$ cat src/core/ifsb_regs.vh
`ifndef IFSB_REGS_VH
`define IFSB_REGS_VH

// -----------------------------------------------------------------------------
// Register byte offsets
// -----------------------------------------------------------------------------
`define IFSB_OFS_FLAGS_1       8'h00
`define IFSB_OFS_FLAGS_2       8'h04
`define IFSB_OFS_FLAGS_3       8'h08
`define IFSB_OFS_FLAGS_4       8'h0C
`define IFSB_OFS_EVENT_STATUS  8'h10
`define IFSB_OFS_EVENT_MASK    8'h14

// -----------------------------------------------------------------------------
// Implemented bit masks and reset values
// -----------------------------------------------------------------------------
`define IFSB_IMPL_FLAGS_1      16'h000B
`define IFSB_IMPL_FLAGS_2      16'hDFFF
`define IFSB_IMPL_FLAGS_3      16'h21FF
`define IFSB_IMPL_FLAGS_4      16'h00F6
`define IFSB_RST_FLAGS         16'h0000
`define IFSB_RST_EVENT         4'h0

// -----------------------------------------------------------------------------
// Flag bit positions
// -----------------------------------------------------------------------------
`define IFSB_CHANGE_NOTIFY_FLAG     3
`define IFSB_I2C_ONE_MASTER_FLAG    1
`define IFSB_I2C_ONE_SLAVE_FLAG     0
`define IFSB_TIMER_SIX_FLAG         15
`define IFSB_DMA_FOUR_DONE_FLAG     14
`define IFSB_COMPARE_EIGHT_FLAG     12
`define IFSB_COMPARE_SEVEN_FLAG     11
`define IFSB_COMPARE_SIX_FLAG       10
`define IFSB_COMPARE_FIVE_FLAG      9
`define IFSB_CAPTURE_SIX_FLAG       8
`define IFSB_CAPTURE_FIVE_FLAG      7
`define IFSB_CAPTURE_FOUR_FLAG      6
`define IFSB_CAPTURE_THREE_FLAG     5
`define IFSB_DMA_THREE_DONE_FLAG    4
`define IFSB_CAN_ONE_EVENT_FLAG     3
`define IFSB_CAN_ONE_RECEIVE_FLAG   2
`define IFSB_SPI_TWO_EVENT_FLAG     1
`define IFSB_SPI_TWO_ERROR_FLAG     0
`define IFSB_DMA_FIVE_DONE_FLAG     13
`define IFSB_CAN_TWO_EVENT_FLAG     8
`define IFSB_CAN_TWO_RECEIVE_FLAG   7
`define IFSB_EXTERNAL_FOUR_FLAG     6
`define IFSB_EXTERNAL_THREE_FLAG    5
`define IFSB_TIMER_NINE_FLAG        4
`define IFSB_TIMER_EIGHT_FLAG       3
`define IFSB_I2C_TWO_MASTER_FLAG    2
`define IFSB_I2C_TWO_SLAVE_FLAG     1
`define IFSB_TIMER_SEVEN_FLAG       0
`define IFSB_CAN_TWO_TRANSMIT_FLAG  7
`define IFSB_CAN_ONE_TRANSMIT_FLAG  6
`define IFSB_DMA_SEVEN_DONE_FLAG    5
`define IFSB_DMA_SIX_DONE_FLAG      4
`define IFSB_UART_TWO_ERROR_FLAG    2
`define IFSB_UART_ONE_ERROR_FLAG    1

// -----------------------------------------------------------------------------
// Bus responses
// -----------------------------------------------------------------------------
`define IFSB_RESP_OKAY         2'h0
`define IFSB_RESP_SLVERR       2'h2

`endif

$ cat src/core/ifsb_top.v
`timescale 1ns/1ps
`include "ifsb_regs.vh"

//
// Contract
// - A flag reads one once its source raised a request or software wrote one, until software clears it.
// - Software can read and write every implemented flag bit.
// - All implemented flags are zero after power-on reset.
// - Unimplemented bit positions always read zero.
// - Flags 1 holds change notify, I2C one master and slave flags.
// - Flags 2 upper bits hold timer six, DMA four, compares, captures six-three.
// - Flags 2 low bits hold DMA three, CAN one event/receive, SPI two.
// - Flags 3 holds DMA five, CAN two event/receive, external four and three.
// - Flags 3 low bits hold timers nine, eight, seven and I2C two.
// - Flags 4 holds CAN transmit, DMA seven and six, UART errors.
module ifsb_top (
  // Clock and reset
  input  wire        clock_in,
  input  wire        rst_n_in,
  // Peripheral request pulses, one bit per flag position
  input  wire [3:0]  event_flags_1_in,
  input  wire [15:0] event_flags_2_in,
  input  wire [15:0] event_flags_3_in,
  input  wire [15:0] event_flags_4_in,
  // AXI4-Lite write address
  input  wire [7:0]  s_axi_awaddr_in,
  input  wire        s_axi_awvalid_in,
  output reg         s_axi_awready_out,
  // AXI4-Lite write data
  input  wire [31:0] s_axi_wdata_in,
  input  wire [3:0]  s_axi_wstrb_in,
  input  wire        s_axi_wvalid_in,
  output reg         s_axi_wready_out,
  // AXI4-Lite write response
  output reg  [1:0]  s_axi_bresp_out,
  output reg         s_axi_bvalid_out,
  input  wire        s_axi_bready_in,
  // AXI4-Lite read address
  input  wire [7:0]  s_axi_araddr_in,
  input  wire        s_axi_arvalid_in,
  output reg         s_axi_arready_out,
  // AXI4-Lite read data
  output reg  [31:0] s_axi_rdata_out,
  output reg  [1:0]  s_axi_rresp_out,
  output reg         s_axi_rvalid_out,
  input  wire        s_axi_rready_in,
  // Flag state towards the processor interrupt logic
  output reg  [15:0] flags_1_out,
  output reg  [15:0] flags_2_out,
  output reg  [15:0] flags_3_out,
  output reg  [15:0] flags_4_out,
  output reg         irq_out
);

  // ---------------------------------------------------------------------------
  // Functions
  // ---------------------------------------------------------------------------

  // Next value of one flag register. The request pulses are ORed in after the
  // software write, so a set in the same cycle as a clear wins.
  function [15:0] ifsb_next_flags;
    input [15:0] cur;
    input [15:0] ev;
    input [15:0] wdata;
    input [1:0]  strb;
    input        we;
    input [15:0] impl;
    reg   [15:0] lane;
    begin
      lane = {{8{strb[1] & we}}, {8{strb[0] & we}}};
      ifsb_next_flags = ((cur & ~lane) | (wdata & lane) | ev) & impl;
    end
  endfunction

  // One-hot decode of a register byte address; zero for an unmapped address.
  function [5:0] ifsb_decode;
    input [7:0] addr;
    begin
      case (addr)
        `IFSB_OFS_FLAGS_1:      ifsb_decode = 6'h01;
        `IFSB_OFS_FLAGS_2:      ifsb_decode = 6'h02;
        `IFSB_OFS_FLAGS_3:      ifsb_decode = 6'h04;
        `IFSB_OFS_FLAGS_4:      ifsb_decode = 6'h08;
        `IFSB_OFS_EVENT_STATUS: ifsb_decode = 6'h10;
        `IFSB_OFS_EVENT_MASK:   ifsb_decode = 6'h20;
        default:                ifsb_decode = 6'h00;
      endcase
    end
  endfunction

  // ---------------------------------------------------------------------------
  // Reset release
  // ---------------------------------------------------------------------------
  reg        rst_meta;
  reg        rst_sync;

  always @(posedge clock_in or negedge rst_n_in) begin
    if (!rst_n_in) begin
      rst_meta <= 1'b0;
      rst_sync <= 1'b0;
    end else begin
      rst_meta <= 1'b1;
      rst_sync <= rst_meta;
    end
  end

  // ---------------------------------------------------------------------------
  // Write channel
  // ---------------------------------------------------------------------------
  reg        aw_held;
  reg [7:0]  aw_addr;
  reg        w_held;
  reg [31:0] w_data;
  reg [3:0]  w_strb;
  reg [3:0]  event_status;
  reg [3:0]  event_mask;

  wire       aw_fire    = s_axi_awvalid_in & s_axi_awready_out;
  wire       w_fire     = s_axi_wvalid_in & s_axi_wready_out;
  wire       do_write   = aw_held & w_held & ~s_axi_bvalid_out;
  wire [5:0] wr_sel     = ifsb_decode(aw_addr);
  wire       next_aw_held = do_write ? 1'b0 : (aw_held | aw_fire);
  wire       next_w_held  = do_write ? 1'b0 : (w_held | w_fire);
  wire       next_bvalid  = do_write ? 1'b1 : (s_axi_bvalid_out & ~s_axi_bready_in);

  always @(posedge clock_in or negedge rst_sync) begin
    if (!rst_sync) begin
      aw_held           <= 1'b0;
      aw_addr           <= 8'h00;
      w_held            <= 1'b0;
      w_data            <= 32'h00000000;
      w_strb            <= 4'h0;
      s_axi_awready_out <= 1'b0;
      s_axi_wready_out  <= 1'b0;
      s_axi_bvalid_out  <= 1'b0;
      s_axi_bresp_out   <= `IFSB_RESP_OKAY;
    end else begin
      aw_held           <= next_aw_held;
      w_held            <= next_w_held;
      s_axi_bvalid_out  <= next_bvalid;
      // Address and data are taken independently; each ready drops while its
      // item is held or a response is pending, which bounds one write in flight.
      s_axi_awready_out <= ~next_aw_held & ~next_bvalid;
      s_axi_wready_out  <= ~next_w_held & ~next_bvalid;
      if (aw_fire) begin
        aw_addr <= s_axi_awaddr_in;
      end
      if (w_fire) begin
        w_data <= s_axi_wdata_in;
        w_strb <= s_axi_wstrb_in;
      end
      if (do_write) begin
        s_axi_bresp_out <= (wr_sel == 6'h00) ? `IFSB_RESP_SLVERR : `IFSB_RESP_OKAY;
      end
    end
  end

  // ---------------------------------------------------------------------------
  // Request lines
  // ---------------------------------------------------------------------------
  // Each source gets a named request line; positions without a source are
  // tied low when the words are built, so their input bits are never read.
  wire set_change_notify_flag    = event_flags_1_in[`IFSB_CHANGE_NOTIFY_FLAG];
  wire set_i2c_one_master_flag   = event_flags_1_in[`IFSB_I2C_ONE_MASTER_FLAG];
  wire set_i2c_one_slave_flag    = event_flags_1_in[`IFSB_I2C_ONE_SLAVE_FLAG];
  wire set_timer_six_flag        = event_flags_2_in[`IFSB_TIMER_SIX_FLAG];
  wire set_dma_four_done_flag    = event_flags_2_in[`IFSB_DMA_FOUR_DONE_FLAG];
  wire set_compare_eight_flag    = event_flags_2_in[`IFSB_COMPARE_EIGHT_FLAG];
  wire set_compare_seven_flag    = event_flags_2_in[`IFSB_COMPARE_SEVEN_FLAG];
  wire set_compare_six_flag      = event_flags_2_in[`IFSB_COMPARE_SIX_FLAG];
  wire set_compare_five_flag     = event_flags_2_in[`IFSB_COMPARE_FIVE_FLAG];
  wire set_capture_six_flag      = event_flags_2_in[`IFSB_CAPTURE_SIX_FLAG];
  wire set_capture_five_flag     = event_flags_2_in[`IFSB_CAPTURE_FIVE_FLAG];
  wire set_capture_four_flag     = event_flags_2_in[`IFSB_CAPTURE_FOUR_FLAG];
  wire set_capture_three_flag    = event_flags_2_in[`IFSB_CAPTURE_THREE_FLAG];
  wire set_dma_three_done_flag   = event_flags_2_in[`IFSB_DMA_THREE_DONE_FLAG];
  wire set_can_one_event_flag    = event_flags_2_in[`IFSB_CAN_ONE_EVENT_FLAG];
  wire set_can_one_receive_flag  = event_flags_2_in[`IFSB_CAN_ONE_RECEIVE_FLAG];
  wire set_spi_two_event_flag    = event_flags_2_in[`IFSB_SPI_TWO_EVENT_FLAG];
  wire set_spi_two_error_flag    = event_flags_2_in[`IFSB_SPI_TWO_ERROR_FLAG];
  wire set_dma_five_done_flag    = event_flags_3_in[`IFSB_DMA_FIVE_DONE_FLAG];
  wire set_can_two_event_flag    = event_flags_3_in[`IFSB_CAN_TWO_EVENT_FLAG];
  wire set_can_two_receive_flag  = event_flags_3_in[`IFSB_CAN_TWO_RECEIVE_FLAG];
  wire set_external_four_flag    = event_flags_3_in[`IFSB_EXTERNAL_FOUR_FLAG];
  wire set_external_three_flag   = event_flags_3_in[`IFSB_EXTERNAL_THREE_FLAG];
  wire set_timer_nine_flag       = event_flags_3_in[`IFSB_TIMER_NINE_FLAG];
  wire set_timer_eight_flag      = event_flags_3_in[`IFSB_TIMER_EIGHT_FLAG];
  wire set_i2c_two_master_flag   = event_flags_3_in[`IFSB_I2C_TWO_MASTER_FLAG];
  wire set_i2c_two_slave_flag    = event_flags_3_in[`IFSB_I2C_TWO_SLAVE_FLAG];
  wire set_timer_seven_flag      = event_flags_3_in[`IFSB_TIMER_SEVEN_FLAG];
  wire set_can_two_transmit_flag = event_flags_4_in[`IFSB_CAN_TWO_TRANSMIT_FLAG];
  wire set_can_one_transmit_flag = event_flags_4_in[`IFSB_CAN_ONE_TRANSMIT_FLAG];
  wire set_dma_seven_done_flag   = event_flags_4_in[`IFSB_DMA_SEVEN_DONE_FLAG];
  wire set_dma_six_done_flag     = event_flags_4_in[`IFSB_DMA_SIX_DONE_FLAG];
  wire set_uart_two_error_flag   = event_flags_4_in[`IFSB_UART_TWO_ERROR_FLAG];
  wire set_uart_one_error_flag   = event_flags_4_in[`IFSB_UART_ONE_ERROR_FLAG];

  // ---------------------------------------------------------------------------
  // Flag registers
  // ---------------------------------------------------------------------------
  wire [15:0] ev_1 = {12'h000,
                      set_change_notify_flag,
                      1'b0,
                      set_i2c_one_master_flag,
                      set_i2c_one_slave_flag};
  wire [15:0] ev_2 = {set_timer_six_flag,
                      set_dma_four_done_flag,
                      1'b0,
                      set_compare_eight_flag,
                      set_compare_seven_flag,
                      set_compare_six_flag,
                      set_compare_five_flag,
                      set_capture_six_flag,
                      set_capture_five_flag,
                      set_capture_four_flag,
                      set_capture_three_flag,
                      set_dma_three_done_flag,
                      set_can_one_event_flag,
                      set_can_one_receive_flag,
                      set_spi_two_event_flag,
                      set_spi_two_error_flag};
  wire [15:0] ev_3 = {2'b00,
                      set_dma_five_done_flag,
                      4'h0,
                      set_can_two_event_flag,
                      set_can_two_receive_flag,
                      set_external_four_flag,
                      set_external_three_flag,
                      set_timer_nine_flag,
                      set_timer_eight_flag,
                      set_i2c_two_master_flag,
                      set_i2c_two_slave_flag,
                      set_timer_seven_flag};
  wire [15:0] ev_4 = {8'h00,
                      set_can_two_transmit_flag,
                      set_can_one_transmit_flag,
                      set_dma_seven_done_flag,
                      set_dma_six_done_flag,
                      1'b0,
                      set_uart_two_error_flag,
                      set_uart_one_error_flag,
                      1'b0};

  wire [15:0] next_flags_1 = ifsb_next_flags(flags_1_out, ev_1, w_data[15:0], w_strb[1:0],
                                             do_write & wr_sel[0], `IFSB_IMPL_FLAGS_1);
  wire [15:0] next_flags_2 = ifsb_next_flags(flags_2_out, ev_2, w_data[15:0], w_strb[1:0],
                                             do_write & wr_sel[1], `IFSB_IMPL_FLAGS_2);
  wire [15:0] next_flags_3 = ifsb_next_flags(flags_3_out, ev_3, w_data[15:0], w_strb[1:0],
                                             do_write & wr_sel[2], `IFSB_IMPL_FLAGS_3);
  wire [15:0] next_flags_4 = ifsb_next_flags(flags_4_out, ev_4, w_data[15:0], w_strb[1:0],
                                             do_write & wr_sel[3], `IFSB_IMPL_FLAGS_4);

  // Summary event bits: one per flag register, write one to clear, set wins.
  wire [3:0]  ev_any     = {|ev_4, |ev_3, |ev_2, |ev_1};
  wire [3:0]  status_clr = (do_write & wr_sel[4] & w_strb[0]) ? w_data[3:0] : 4'h0;
  wire [3:0]  next_event_status = (event_status & ~status_clr) | ev_any;

  always @(posedge clock_in or negedge rst_sync) begin
    if (!rst_sync) begin
      flags_1_out <= `IFSB_RST_FLAGS;
    end else begin
      flags_1_out <= next_flags_1;
    end
  end

  always @(posedge clock_in or negedge rst_sync) begin
    if (!rst_sync) begin
      flags_2_out <= `IFSB_RST_FLAGS;
    end else begin
      flags_2_out <= next_flags_2;
    end
  end

  always @(posedge clock_in or negedge rst_sync) begin
    if (!rst_sync) begin
      flags_3_out <= `IFSB_RST_FLAGS;
    end else begin
      flags_3_out <= next_flags_3;
    end
  end

  always @(posedge clock_in or negedge rst_sync) begin
    if (!rst_sync) begin
      flags_4_out <= `IFSB_RST_FLAGS;
    end else begin
      flags_4_out <= next_flags_4;
    end
  end

  always @(posedge clock_in or negedge rst_sync) begin
    if (!rst_sync) begin
      event_status <= `IFSB_RST_EVENT;
      event_mask   <= `IFSB_RST_EVENT;
      irq_out      <= 1'b0;
    end else begin
      event_status <= next_event_status;
      if (do_write & wr_sel[5] & w_strb[0]) begin
        event_mask <= w_data[3:0];
      end
      irq_out      <= |(event_status & event_mask);
    end
  end

  // ---------------------------------------------------------------------------
  // Read channel
  // ---------------------------------------------------------------------------
  wire [5:0] rd_sel = ifsb_decode(s_axi_araddr_in);
  wire       ar_fire = s_axi_arvalid_in & s_axi_arready_out;
  reg [31:0] rd_word;

  always @* begin
    rd_word = 32'h00000000;
    case (rd_sel)
      6'h01:   rd_word = {16'h0000, flags_1_out};
      6'h02:   rd_word = {16'h0000, flags_2_out};
      6'h04:   rd_word = {16'h0000, flags_3_out};
      6'h08:   rd_word = {16'h0000, flags_4_out};
      6'h10:   rd_word = {28'h0000000, event_status};
      6'h20:   rd_word = {28'h0000000, event_mask};
      default: rd_word = 32'h00000000;
    endcase
  end

  always @(posedge clock_in or negedge rst_sync) begin
    if (!rst_sync) begin
      s_axi_arready_out <= 1'b0;
      s_axi_rvalid_out  <= 1'b0;
      s_axi_rdata_out   <= 32'h00000000;
      s_axi_rresp_out   <= `IFSB_RESP_OKAY;
    end else begin
      if (ar_fire) begin
        s_axi_arready_out <= 1'b0;
        s_axi_rvalid_out  <= 1'b1;
        s_axi_rdata_out   <= rd_word;
        s_axi_rresp_out   <= (rd_sel == 6'h00) ? `IFSB_RESP_SLVERR : `IFSB_RESP_OKAY;
      end else if (s_axi_rvalid_out & s_axi_rready_in) begin
        s_axi_rvalid_out  <= 1'b0;
        s_axi_arready_out <= 1'b1;
      end else if (~s_axi_rvalid_out) begin
        s_axi_arready_out <= 1'b1;
      end
    end
  end

endmodule // ifsb_top

$ cat config.mk
export PLATFORM = sky130hd
export DESIGN_NAME = ifsb_top
export DESIGN_NICKNAME = d
export VERILOG_FILES = /design/src/core/ifsb_top.v
export VERILOG_INCLUDE_DIRS = /design/src /design/src/core
export SDC_FILE = /design/constraint.sdc
export NUM_CORES = 1
export LEC_CHECK = 0
export ABC_AREA = 1
export BUFFER_PORTS_ARGS = -buffer_cell sky130_fd_sc_hd__buf_4
export CAP_MARGIN = 20
export CELL_PAD_IN_SITES_DETAIL_PLACEMENT = 1
export CELL_PAD_IN_SITES_GLOBAL_PLACEMENT = 2
export CORE_ASPECT_RATIO = 0.5
export CORE_MARGIN = 2
export CORE_UTILIZATION = 26
export CTS_CLUSTER_SIZE = 25
export DETAILED_ROUTE_END_ITERATION = 10
export PLACE_DENSITY_LB_ADDON = 0.1
export SLEW_MARGIN = 10
export SYNTH_ARGS = -nofsm -noshare
export SYNTH_HDL_FRONTEND = slang
export SYNTH_SLANG_ARGS = --single-unit
$ cat constraint.sdc
create_clock -name clock_in -period 3.93 [get_ports clock_in]
set_clock_uncertainty 0.1 [all_clocks]
set_input_delay 0 -clock clock_in [delete_from_list [all_inputs] [get_ports clock_in]]
set_output_delay 0 -clock clock_in [all_outputs]
set_load 0.005 [all_outputs]
After elaboration in Yosys (flattened, before gate mapping)
Index checks and enable logic that the tools add are counted.
- register bits: 114
- input bits: 111
- word-level logic and storage cells: 117
- equality and inequality tests: 17
- mux-type cells: 14
- bitwise gates (word level): 54
- reductions and logical operators: 10
- operators with widths (cell ; number):
    $pmux 16 s6 ; 1
    $pmux 6 s6 ; 2
    $and 16x16->16 ; 2
    $eq 8x4->1 const B ; 4
    $eq 8x5->1 const B ; 4
    $or 16x16->16 ; 2
    $and 14x14->14 ; 2
    $or 14x14->14 ; 2
    $and 1x1->1 ; 23
    $and 4x4->4 ; 4
    $and 8x8->8 ; 2
    $eq 8x3->1 const B ; 2
    $logic_not 8->1 ; 2
    $not 16->16 ; 1
    $or 8x8->8 ; 2
    $reduce_or 15->1 ; 1
    $not 14->14 ; 1
    $logic_not 6->1 ; 2
    $or 4x4->4 ; 3
    $reduce_or 10->1 ; 1
    $mux 1 ; 8
    $not 4->4 ; 2
    $not 8->8 ; 1
    $eq 6x1->1 const B ; 1
    14 further kinds ; 20

Depth between registers and ports, before layout
Gate-level depths: netlist of the first run.
- depth after elaboration: 8
- mapped depth: 9

Worst setup path after synthesis of the first run
No wires, ideal clock.
- kind: reg-to-reg
- start point: reg s_axi_bvalid_out
- end point: reg flags_3_out[2]
- arrival: 1.187 ns
- setup slack: 2.521 ns
- stages on the path, launching flop included: 8
- buffers on the path: 1
- cells stage by stage: dfrtp_1 -> inv_2 -> nand3_4 -> nor3_2 -> nand3_2 -> buf_6 -> a21oi_2 -> o21ai_1
- longest elaborated chain between the ends: 8
- elaborated cells on any way between the ends: 9
- RTL lines (element ; RTL line ; text):
    from (decl) ; ifsb_top.v:36 ; output reg s_axi_bvalid_out,
    from (signal assigned) ; ifsb_top.v:140 ; s_axi_bvalid_out <= next_bvalid;
    $not 1->1 * ; ifsb_top.v:120 ; wire do_write = aw_held & w_held & ~s_axi_bvalid_out;
    $and 1x1->1 * ; ifsb_top.v:120 ;
    $and 1x1->1 * ; ifsb_top.v:249 ; do_write & wr_sel[2], `IFSB_IMPL_FLAGS_3);
    $and 1x1->1 * ; ifsb_top.v:70 ; lane = {{8{strb[1] & we}}, {8{strb[0] & we}}};
    $not 14->14 ; ifsb_top.v:71 ; ifsb_next_flags = ((cur & ~lane) | (wdata & lane) | ev) & impl;
    $and 14x14->14 ; ifsb_top.v:71 ;
    $or 14x14->14 * (2 in a row) ; ifsb_top.v:71 ;
    named net next_flags_3[2] ; ifsb_top.v:248 ; wire [15:0] next_flags_3 = ifsb_next_flags(flags_3_out, ev_3, w_data[15:0], w_strb[1:0],
    to (signal assigned) ; ifsb_top.v:276 ; flags_3_out <= `IFSB_RST_FLAGS;
    to (signal assigned) ; ifsb_top.v:278 ; flags_3_out <= next_flags_3;
    to (decl) ; ifsb_top.v:50 ; output reg [15:0] flags_3_out,
Mark *: on every way through the listed nets, which the timed path passes. The rest lies on a longest branch.
A chain may end at the register's enable or synchronous reset.

Worst setup path in the final report of the first run
- start point: reg aw_addr[7]
- end point: reg event_status[3]
- longest elaborated chain between the ends: 8
- elaborated cells on any way between the ends: 13
- RTL lines (element ; RTL line ; text):
    from (decl) ; ifsb_top.v:111 ; reg [7:0] aw_addr;
    from (signal assigned) ; ifsb_top.v:146 ; aw_addr <= s_axi_awaddr_in;
    $eq 8x5->1 (tied with other cells) ; ifsb_top.v:79 ; case (addr)
    $pmux 6 s6 * ; ifsb_top.v:79 ;
    $and 1x1->1 * (2 in a row) ; ifsb_top.v:255 ; wire [3:0] status_clr = (do_write & wr_sel[4] & w_strb[0]) ? w_data[3:0] : 4'h0;
    $mux 4 * ; ifsb_top.v:255 ;
    $not 4->4 * ; ifsb_top.v:256 ; wire [3:0] next_event_status = (event_status & ~status_clr) | ev_any;
    $and 4x4->4 * ; ifsb_top.v:256 ;
    $or 4x4->4 * ; ifsb_top.v:256 ;
    named net next_event_status[3] ; ifsb_top.v:256 ;
    to (signal assigned) ; ifsb_top.v:292 ; event_status <= `IFSB_RST_EVENT;
    to (signal assigned) ; ifsb_top.v:296 ; event_status <= next_event_status;
    to (decl) ; ifsb_top.v:115 ; reg [3:0] event_status;
Marked as above.

==> results of run 1 <==
-- final cells by class --
cell class	instances	area, um^2
timing repair buffer	206	1722
clock inverter	7	83.83
sequential	96	2406
inverter	47	177.7
fill	2128	10750
multi-input combinational	407	1874
tap	234	292.8
clock buffer	9	225.2
-- worst paths after layout --
check	to	slack, ns	cells after the start
min in group asynchronous	flags_2_out[10]	0.21	0
hold / removal	s_axi_rdata_out[1]	0.03	5
max in group asynchronous	event_mask[2]	2.70	1
setup reg to reg	event_status[3]	1.72	7
setup / recovery	event_status[3]	1.72	7
hold reg to reg	flags_2_out[10]	0.21	0
-- cell usage after synthesis, drive strengths merged, types with 5 or more instances --
library cell | instances | share of area [%]
nand4 | 5 | 0.67
a21oi | 17 | 2.4
o21ai | 37 | 3.9
nand2 | 190 | 16
nor3 | 8 | 1.3
buf | 53 | 8.5
inv | 45 | 3.6
clkbuf | 6 | 0.48
dfrtp | 96 | 51
nor2 | 25 | 2.7
nand3 | 65 | 7.5
-- cells by family (layout without fill, tap and decap cells) --
family,after synthesis,count (layout)
other,2,49
AO/OA/AOI/OAI,57,57
buffers and inverters,106,269
flip-flops,96,96
AND/OR/NAND/NOR,301,301
-- metrics by stage --
step                      setup slack (ns)  instance area (um^2)  cells
final                                1.720                  6782   1006
after global routing                 1.496                  6782   1006
after CTS                            1.712                  6774   1005
after detailed placement             1.915                  5764    919
after global placement               1.947                  5764    919
after floorplan                     0.9579                  4876    609
-- per-layer routing --
metal  up-vias  share of wire, %
met1      2060                49
li1       2122                 -
met2       104                46
met3         9               4.0
met4         0              0.63
met5         -                 0
-- critical path, stage by stage, from the launching register on --
cell and delay (ns):
dfrtp_1 0.40, nor2_2 0.15, nand3_1 0.17, nor2_1 0.40, nand3_1 0.12, nand2_1 0.10, nand4_1 0.08, dlygate4sd3_1 0.57
-- power breakdown --
group	total [uW]	switching [uW]	internal, uW
combinational	692	408	284
sequential	1320	156	1170
clock	926	419	507
-- timing repair --
item,in CTS,in global routing
buffers inserted,0,0
endpoints found under the hold margin,71,0
hold buffers,70,0
-- registers in the layout (all words and copies together) (netlist names) --
signal / count
s_axi_rdata_out: 16
w_data: 16
flags_2_out: 15
flags_3_out: 10
aw_addr: 8
flags_4_out: 6
event_mask: 4
event_status: 4
flags_1_out: 3
w_strb: 2
aw_held: 1
irq_out: 1
rst_meta: 1
rst_sync: 1
s_axi_arready_out: 1
s_axi_awready_out: 1
s_axi_bresp_out: 1
s_axi_bvalid_out: 1
s_axi_rresp_out: 1
s_axi_rvalid_out: 1
s_axi_wready_out: 1
w_held: 1
==> impl_metrics.py, run 1 <==
metrics = {
    "status": {
        "outcome": "completed",
    },
    "cts": {
        "cts_root_buf": "clkbuf_16",
        "cts_max_path_buffers": 2,
        "insertion_delay_ns": 0.34,
        "h-tree-depth": 3,
        "cts_resized": 0,
        "cts_buffers": 9,
        "cts_tree": "done",
        "clock-sinks": 96,
        "clk_pin_slew_ns": 0.08,
    },
    "drt": {
        "wl_per_cell_um": 15.29,
        "drc": 0,
        "num_vias": 4295,
        "first_iter_violations": 148,
        "ant_nets": 0,
        "wl_mm": 15.38,
        "first_pass_iters": 4,
        "avgViaCountPerCell": 4.269,
    },
    "sta": {
        "whs_ns": 0.03194,
        "period_needed_ns": 2.210,
        "tns_ns": 0,
        "worst_pin_slew_ns": 0.8650,
        "finalSetupViolCount": 0,
        "fmax_ghz": 0.4525,
        "drv_slew": 0,
        "hold_viol": 0,
        "slew_headroom_pct": 42.27,
        "fin_crit_sh_pct": 56.23,
        "grt_setup_unrepaired": "false",
    },
    "placed_design": {
        "gp_congestion": 0.7637,
        "place_hpwl_mm": 11.93,
        "port_buffers": 132,
    },
    "grt": {
        "use_met3_pct": 2.943,
        "grt_pass1_wl_mm": 24.76,
        "grt_use_met2_pct": 27.18,
        "grt_pass1_vias": 4518,
        "grt_busiest_layer": "met2",
        "grtUsageMet1_pct": 22.98,
        "antenna_found_initial": 0,
        "track_usage_pct": 16.47,
        "grt_max_degree": 38,
        "grt_remaining_overflow": 0,
    },
    "worst_hold_path": {
        "hold_path.class": "primary input to register",
        "min_from": "s_axi_arvalid_in",
    },
    "critical_path": {
        "cp-start-kind": "register",
        "arrival_ns": 2.34,
        "required_ns": 4.06,
        "cp-startpoint": "aw_addr[7]",
        "end_kind": "register",
        "crit_type": "register to register",
        "cp_max_fo": 4,
        "r2r-start": "aw_addr[7]",
    },
    "synthesis": {
        "seq_area_frac_synth_pct": 51.12,
        "synth_top_family_by_area": "simple AND/OR/NAND/NOR gates",
        "ys_types": 32,
        "async_flop_share_pct": 100.0,
        "syn-instance-count": 562,
        "synth_seq_cells": 96,
        "muxShareOfSynthArea_pct": 0,
        "synthXorXnorAreaFrac_pct": 0,
        "synth.avg_cell_area_um2": 8.362,
        "synth_compound_area_share_pct": 6.869,
        "synth_simple_gate_area_share_pct": 29.10,
        "synthAdderAreaFrac_pct": 0,
        "syn_area_um2": 4700,
        "synth-warning-count": 0,
        "synth_edf_count": 0,
        "synth_flop_cell": "dfrtp_1",
    },
    "floorplanning": {
        "rows": 34,
        "dieWidth_um": 194.1,
        "core_area_um2": 17530,
        "dieArea_um2": 19230,
        "ios": 217,
        "initial_utilization_pct": 26.81,
        "die-height_um": 99.07,
    },
    "cells_and_area": {
        "layout_common_cells": "nand2_1, buf_4, dfrtp_1",
        "layout-drive-gt1-share_pct": 24.09,
        "final_core_utilization_pct": 38.69,
        "area_growth_pct": 44.30,
        "final_common_cell": "nand2_1",
        "antennaDiodeCount": 0,
        "nNetsFinal": 878,
    },
    "pwr": {
        "p_total_uw": 2940,
        "peakVddDrop_uv": 217.5,
        "leakagePower_uw": 0.003349,
        "power_density_nw_per_um2": 433.5,
    },
    "job": {
        "drv_cap": 0,
    },
}
(Power assumes the default switching activity.)
==> run 2: changes to the inputs <==
--- a/config.mk
+++ b/config.mk
@@ -13,7 +13,7 @@
 export CELL_PAD_IN_SITES_GLOBAL_PLACEMENT = 2
 export CORE_ASPECT_RATIO = 0.5
 export CORE_MARGIN = 2
-export CORE_UTILIZATION = 26
+export CORE_UTILIZATION = 23
 export CTS_CLUSTER_SIZE = 25
 export DETAILED_ROUTE_END_ITERATION = 10
 export PLACE_DENSITY_LB_ADDON = 0.1
==> constraint.sdc (replaced) <==
create_clock -name clock_in -period 1.8 [get_ports clock_in]
set_clock_uncertainty 0.1 [all_clocks]
set_input_delay 0 -clock clock_in [delete_from_list [all_inputs] [get_ports clock_in]]
set_output_delay 0 -clock clock_in [all_outputs]
set_load 0.005 [all_outputs]
==> impl_metrics.py, run 2 (synthesis gave the netlist of run 1 again) <==
metrics = {
    "placed_design": {
        "port_buffers": 132,
        "gp_congestion": 0.8231,
        "place_hpwl_mm": 12.74,
        "place_area_um2": 5907,
    },
    "pwr": {
        "p_total_uw": 6645,
        "swShare_pct": 32.57,
        "switchingPower_uw": 2164,
        "peakVddDrop_uv": 403.0,
        "clkPwrFrac_pct": 32.5,
        "pwr-share-seq_pct": 43.4,
        "leakagePower_uw": 0.003407,
        "power_density_nw_per_um2": 959.2,
        "intPower_uw": 4481,
        "p_comb_share_pct": 24.0,
    },
    "floorplanning": {
        "initial_utilization_pct": 23.82,
        "rows": 36,
        "core_area_um2": 19730,
        "dieWidth_um": 206.2,
        "ios": 217,
        "die-height_um": 105.1,
        "dieArea_um2": 21660,
    },
    "drt": {
        "wl_mm": 16.35,
        "first_iter_violations": 170,
        "num_vias": 4318,
        "first_pass_iters": 4,
        "wl_per_cell_um": 15.60,
        "ant_nets": 0,
        "drc": 0,
        "avgViaCountPerCell": 4.120,
    },
    "grt": {
        "grt_remaining_overflow": 0,
        "grt_pass1_wl_mm": 25.41,
        "grt_max_degree": 36,
        "grt_pass1_vias": 4430,
        "track_usage_pct": 15.55,
        "antenna_found_initial": 0,
    },
    "cts": {
        "h-tree-depth": 3,
        "insertion_delay_ns": 0.35,
        "cts_max_path_buffers": 2,
        "cts_tree": "done",
        "cts_root_buf": "clkbuf_16",
        "clock-sinks": 96,
        "cts_buffers": 9,
        "clk_pin_slew_ns": 0.07,
    },
    "cells_and_area": {
        "layout_common_cells": "nand2_1, buf_4, dfrtp_1",
        "final_common_cell": "nand2_1",
        "top_regs": "s_axi_rdata_out: 16 flops, w_data: 16 flops, flags_2_out: 15 flops",
        "final_design_area_no_fill_um2": 6928,
        "area_growth_pct": 47.42,
        "antennaDiodeCount": 0,
        "nNetsFinal": 888,
        "layout-drive-gt1-share_pct": 25.45,
        "final_core_utilization_pct": 35.12,
    },
    "sta": {
        "finalSetupViolCount": 0,
        "slew_headroom_pct": 60.12,
        "fin_crit_sh_pct": 89.64,
        "worst_pin_slew_ns": 0.5960,
        "tns_ns": 0,
        "period_needed_ns": 1.614,
        "drv_slew": 0,
        "grt_setup_unrepaired": "false",
        "hold_viol": 0,
        "fmax_ghz": 0.6198,
    },
    "critical_path": {
        "arrival_ns": 1.81,
        "required_ns": 1.99,
        "crit_type": "register to register",
        "cp_max_fo": 13,
        "end_kind": "register",
        "path_delay_family": "simple AND/OR/NAND/NOR gates",
        "slowest_delay_ns": 0.39,
        "cp_cell_sequence": "nor2_2 > nand2_2 > nor2_2 > nand3_2 > buf_4 > inv_1 > nand2_1 > nand2_1",
        "cp-start-kind": "register",
        "critPathSlowestCell": "dfrtp_1",
        "cp.buffers_inverters": 2,
    },
    "status": {
        "outcome": "completed",
    },
    "job": {
        "drv_cap": 0,
    },
    "worst_hold_path": {
        "hold_path.class": "primary input to register",
    },
}
[run 2: cell count changes in the layout (fill, tap and decap cells not counted), sizes merged]
cell	delta
clkinvlp	+1
buf	+12
inv	-3
dlygate4sd3	-2
clkbuf	+1
bufinv	+1
[run 2: area by class of cell]
type / instances / area (um^2)
Fill cell: 2387 / 12800
Clock buffer: 10 / 239.0
Clock inverter: 6 / 90.09
Timing Repair Buffer: 216 / 1804
Multi-Input combinational cell: 407 / 1874
Tap cell: 266 / 332.8
Sequential cell: 96 / 2406
Inverter: 47 / 181.4
[run 2: worst min-delay path: stages]
cell	delay, ns
buf_4	0.08
nand2_1	0.06
buf_4	0.21
nand2_1	0.09
[run 2: final timing paths]
path	startpoint	end	slack, ns	cells past startpoint
setup / recovery	aw_addr[7]	flags_3_out[4]	0.19	8
min in group asynchronous	rst_sync	s_axi_rdata_out[9]	0.17	0
hold / removal	s_axi_arvalid_in	s_axi_rvalid_out	0.01	4
max in group asynchronous	rst_sync	flags_2_out[10]	0.86	1
hold reg to reg	rst_sync	s_axi_rdata_out[9]	0.17	0
setup reg to reg	aw_addr[7]	flags_3_out[4]	0.19	8
[run 2: power groups by stage]
stage               Combinational [uW]  Clock (uW)  Sequential [uW]
floorplan                          899           0             2860
global placement                  1430           0             2940
detailed placement                1440           0             2940
CTS                               1620        2210             2900
global route                      1830        2300             2950
finish                            1600        2160             2890
[run 2: stage by stage]
stage | std cells | hold slack, ns | setup WS [ns]
6_report | 1048 | 0.01102 | 0.1865
5_1_grt | 1048 | 0.03454 | 0.003910
4_1_cts | 1047 | 0.006658 | 0.09419
3_5_place_dp | 963 | -0.3133 | 0.1828
3_3_place_gp | 963 | -0.3153 | 0.2237
2_1_floorplan | 609 | -0.3956 | 0.08530
[run 2: metal layers]
| layer | part of all wire, % | vias up | global-route usage [%] |
|---|---|---|---|
| li1 | - | 2138 | - |
| met1 | 48 | 2082 | 21.18 |
| met2 | 47 | 90 | 25.43 |
| met3 | 4.3 | 8 | 3.400 |
| met4 | 0.65 | 0 | 2.857 |
| met5 | 0 | - | 0 |
[run 2: what timing repair did]
action                                  in CTS  in global routing
gates resized for setup                      0                  1
endpoints found under the setup margin       0                  3
endpoints found under the hold margin       72                  0
hold buffers                                68                  0
setup buffers                                0                  1
==> run 3: changes to the inputs <==
--- a/config.mk
+++ b/config.mk
@@ -7,15 +7,15 @@
 export NUM_CORES = 1
 export LEC_CHECK = 0
 export ABC_AREA = 1
-export BUFFER_PORTS_ARGS = -buffer_cell sky130_fd_sc_hd__buf_4
 export CAP_MARGIN = 20
 export CELL_PAD_IN_SITES_DETAIL_PLACEMENT = 1
 export CELL_PAD_IN_SITES_GLOBAL_PLACEMENT = 2
 export CORE_ASPECT_RATIO = 0.5
 export CORE_MARGIN = 2
-export CORE_UTILIZATION = 23
+export CORE_UTILIZATION = 31
 export CTS_CLUSTER_SIZE = 25
 export DETAILED_ROUTE_END_ITERATION = 10
+export DONT_BUFFER_PORTS = 1
 export PLACE_DENSITY_LB_ADDON = 0.1
 export SLEW_MARGIN = 10
 export SYNTH_ARGS = -nofsm -noshare
==> impl_metrics.py, run 3 (synthesis gave the netlist of run 1 again) <==
metrics = {
    "placed_design": {
        "gp_congestion": 0.8093,
        "preCtsSetupSlack_ns": 0.1837,
        "port_buffers": 0,
        "place_area_um2": 4828,
        "place_hpwl_mm": 10.96,
    },
    "pwr": {
        "power_density_nw_per_um2": 1057,
        "leakagePower_uw": 0.002826,
        "peakVddDrop_uv": 484.2,
    },
    "cells_and_area": {
        "final_common_cell": "nand2_1",
        "final_design_area_no_fill_um2": 6012,
        "layout-drive-gt1-share_pct": 9.760,
        "nNetsFinal": 772,
        "layout_common_cells": "nand2_1, dfrtp_1, dlygate4sd3_1",
        "top_regs": "s_axi_rdata_out: 16 flops, w_data: 16 flops, flags_2_out: 15 flops",
        "area_growth_pct": 27.93,
    },
    "grt": {
        "grt_remaining_overflow": 0,
        "grtUsageMet1_pct": 25.62,
        "grt_max_degree": 33,
        "grt_use_met2_pct": 29.91,
        "grt_busiest_layer": "met2",
        "grt_pass1_wl_mm": 23.20,
        "use_met3_pct": 4.983,
        "track_usage_pct": 18.69,
        "antenna_found_initial": 1,
        "grt_pass1_vias": 4161,
    },
    "critical_path": {
        "cp-start-kind": "register",
        "crit_type": "register to register",
        "cp_max_fo": 9,
        "r2r-start": "s_axi_awready_out",
        "required_ns": 1.93,
        "r2r_cells": 6,
        "reg2reg_setup_slack_ns": 0.12,
        "end_kind": "register",
        "r2r_end": "aw_addr[5]",
        "arrival_ns": 1.81,
    },
    "sta": {
        "drv_slew": 0,
        "grt_setup_unrepaired": "false",
        "finalSetupViolCount": 0,
        "setup_ws_ns": 0.1225,
        "slew_headroom_pct": 57.69,
        "worst_pin_slew_ns": 0.6289,
        "period_needed_ns": 1.677,
        "fin_crit_sh_pct": 93.19,
        "fmax_ghz": 0.5961,
        "tns_ns": 0,
        "hold_viol": 0,
    },
    "worst_hold_path": {
        "hold_path.class": "primary input to register",
        "min_delay_worst_endpoint": "s_axi_rdata_out[1]",
        "min_delay_path_depth": 7,
        "min_from": "s_axi_araddr_in[0]",
    },
    "cts": {
        "cts_root_buf": "clkbuf_16",
        "cts_max_path_buffers": 2,
        "clock-sinks": 96,
        "clk_pin_slew_ns": 0.07,
        "insertion_delay_ns": 0.34,
        "cts_tree": "done",
        "h-tree-depth": 3,
        "cts_buffers": 9,
        "post_cts_buffers": 0,
    },
    "drt": {
        "avgViaCountPerCell": 4.561,
        "wl_per_cell_um": 16.87,
        "drc": 0,
        "num_vias": 3945,
        "wl_mm": 14.59,
        "first_pass_iters": 4,
        "first_iter_violations": 158,
        "ant_nets": 0,
    },
    "floorplanning": {
        "core_area_um2": 14620,
        "die-height_um": 91.06,
        "rows": 31,
        "initial_utilization_pct": 32.14,
        "dieArea_um2": 16220,
        "dieWidth_um": 178.1,
        "ios": 217,
    },
    "status": {
        "outcome": "completed",
    },
    "job": {
        "drv_cap": 0,
    },
}
[run 3: final cells by class]
| cell class | count | area [um^2] |
|---|---|---|
| well taps | 198 | 247.7 |
| inverters | 47 | 177.7 |
| flip-flops and latches | 96 | 2406 |
| multi-input cells | 407 | 1882 |
| diodes | 1 | 2.502 |
| repair buffers | 100 | 993.5 |
| clock inverters | 7 | 77.57 |
| clock buffers | 9 | 225.2 |
| fillers | 1772 | 8611 |
[run 3: worst max-delay path by stage]
stage                      end  slack, ns               from
3_3_place_gp   event_status[1]       0.21         aw_addr[7]
5_1_grt        event_status[2]       0.01         aw_addr[7]
4_1_cts             aw_addr[5]       0.03  s_axi_awready_out
3_5_place_dp   event_status[1]       0.18         aw_addr[7]
2_1_floorplan       aw_addr[0]       0.09           rst_sync
6_report            aw_addr[5]       0.12  s_axi_awready_out
[run 3: critical path: stages (launching register included)]
cell           delay [ns]
dfrtp_1              0.42
nand2_2              0.11
inv_2                0.07
buf_4                0.16
nand2_1              0.06
o21ai_0              0.07
dlygate4sd3_1        0.56
[run 3: report_power, final]
group	internal, uW	leakage (uW)	switching, uW
clock	1090	0.000147	917
sequential	2550	0.00108	348
combinational	566	0.00160	885
[run 3: stage by stage]
| stage | std cells | utilization (%) | hold WS (ns) | power (uW) |
|---|---|---|---|---|
| floorplan | 609 | - | -0.3956 | 3758 |
| global placement | 761 | 33.02 | -0.3955 | 4095 |
| detailed placement | 761 | 33.02 | -0.3955 | 4118 |
| CTS | 864 | 41.05 | 0.01962 | 6423 |
| global route | 865 | 41.11 | 0.08024 | 6769 |
| finish | 865 | 41.11 | 0.02911 | 6356 |
[run 3: repair_timing]
item,4_1_cts,5_1_grt
endpoints found under the setup margin,0,2
resized for setup,0,3
endpoints found under the hold margin,88,0
hold buffers,87,0
[run 3: per-layer routing]
layer,share of wire (%),wire length (um)
met1,48,6995
met2,44,6478
met3,6.7,985
met4,0.91,133
met5,0,0
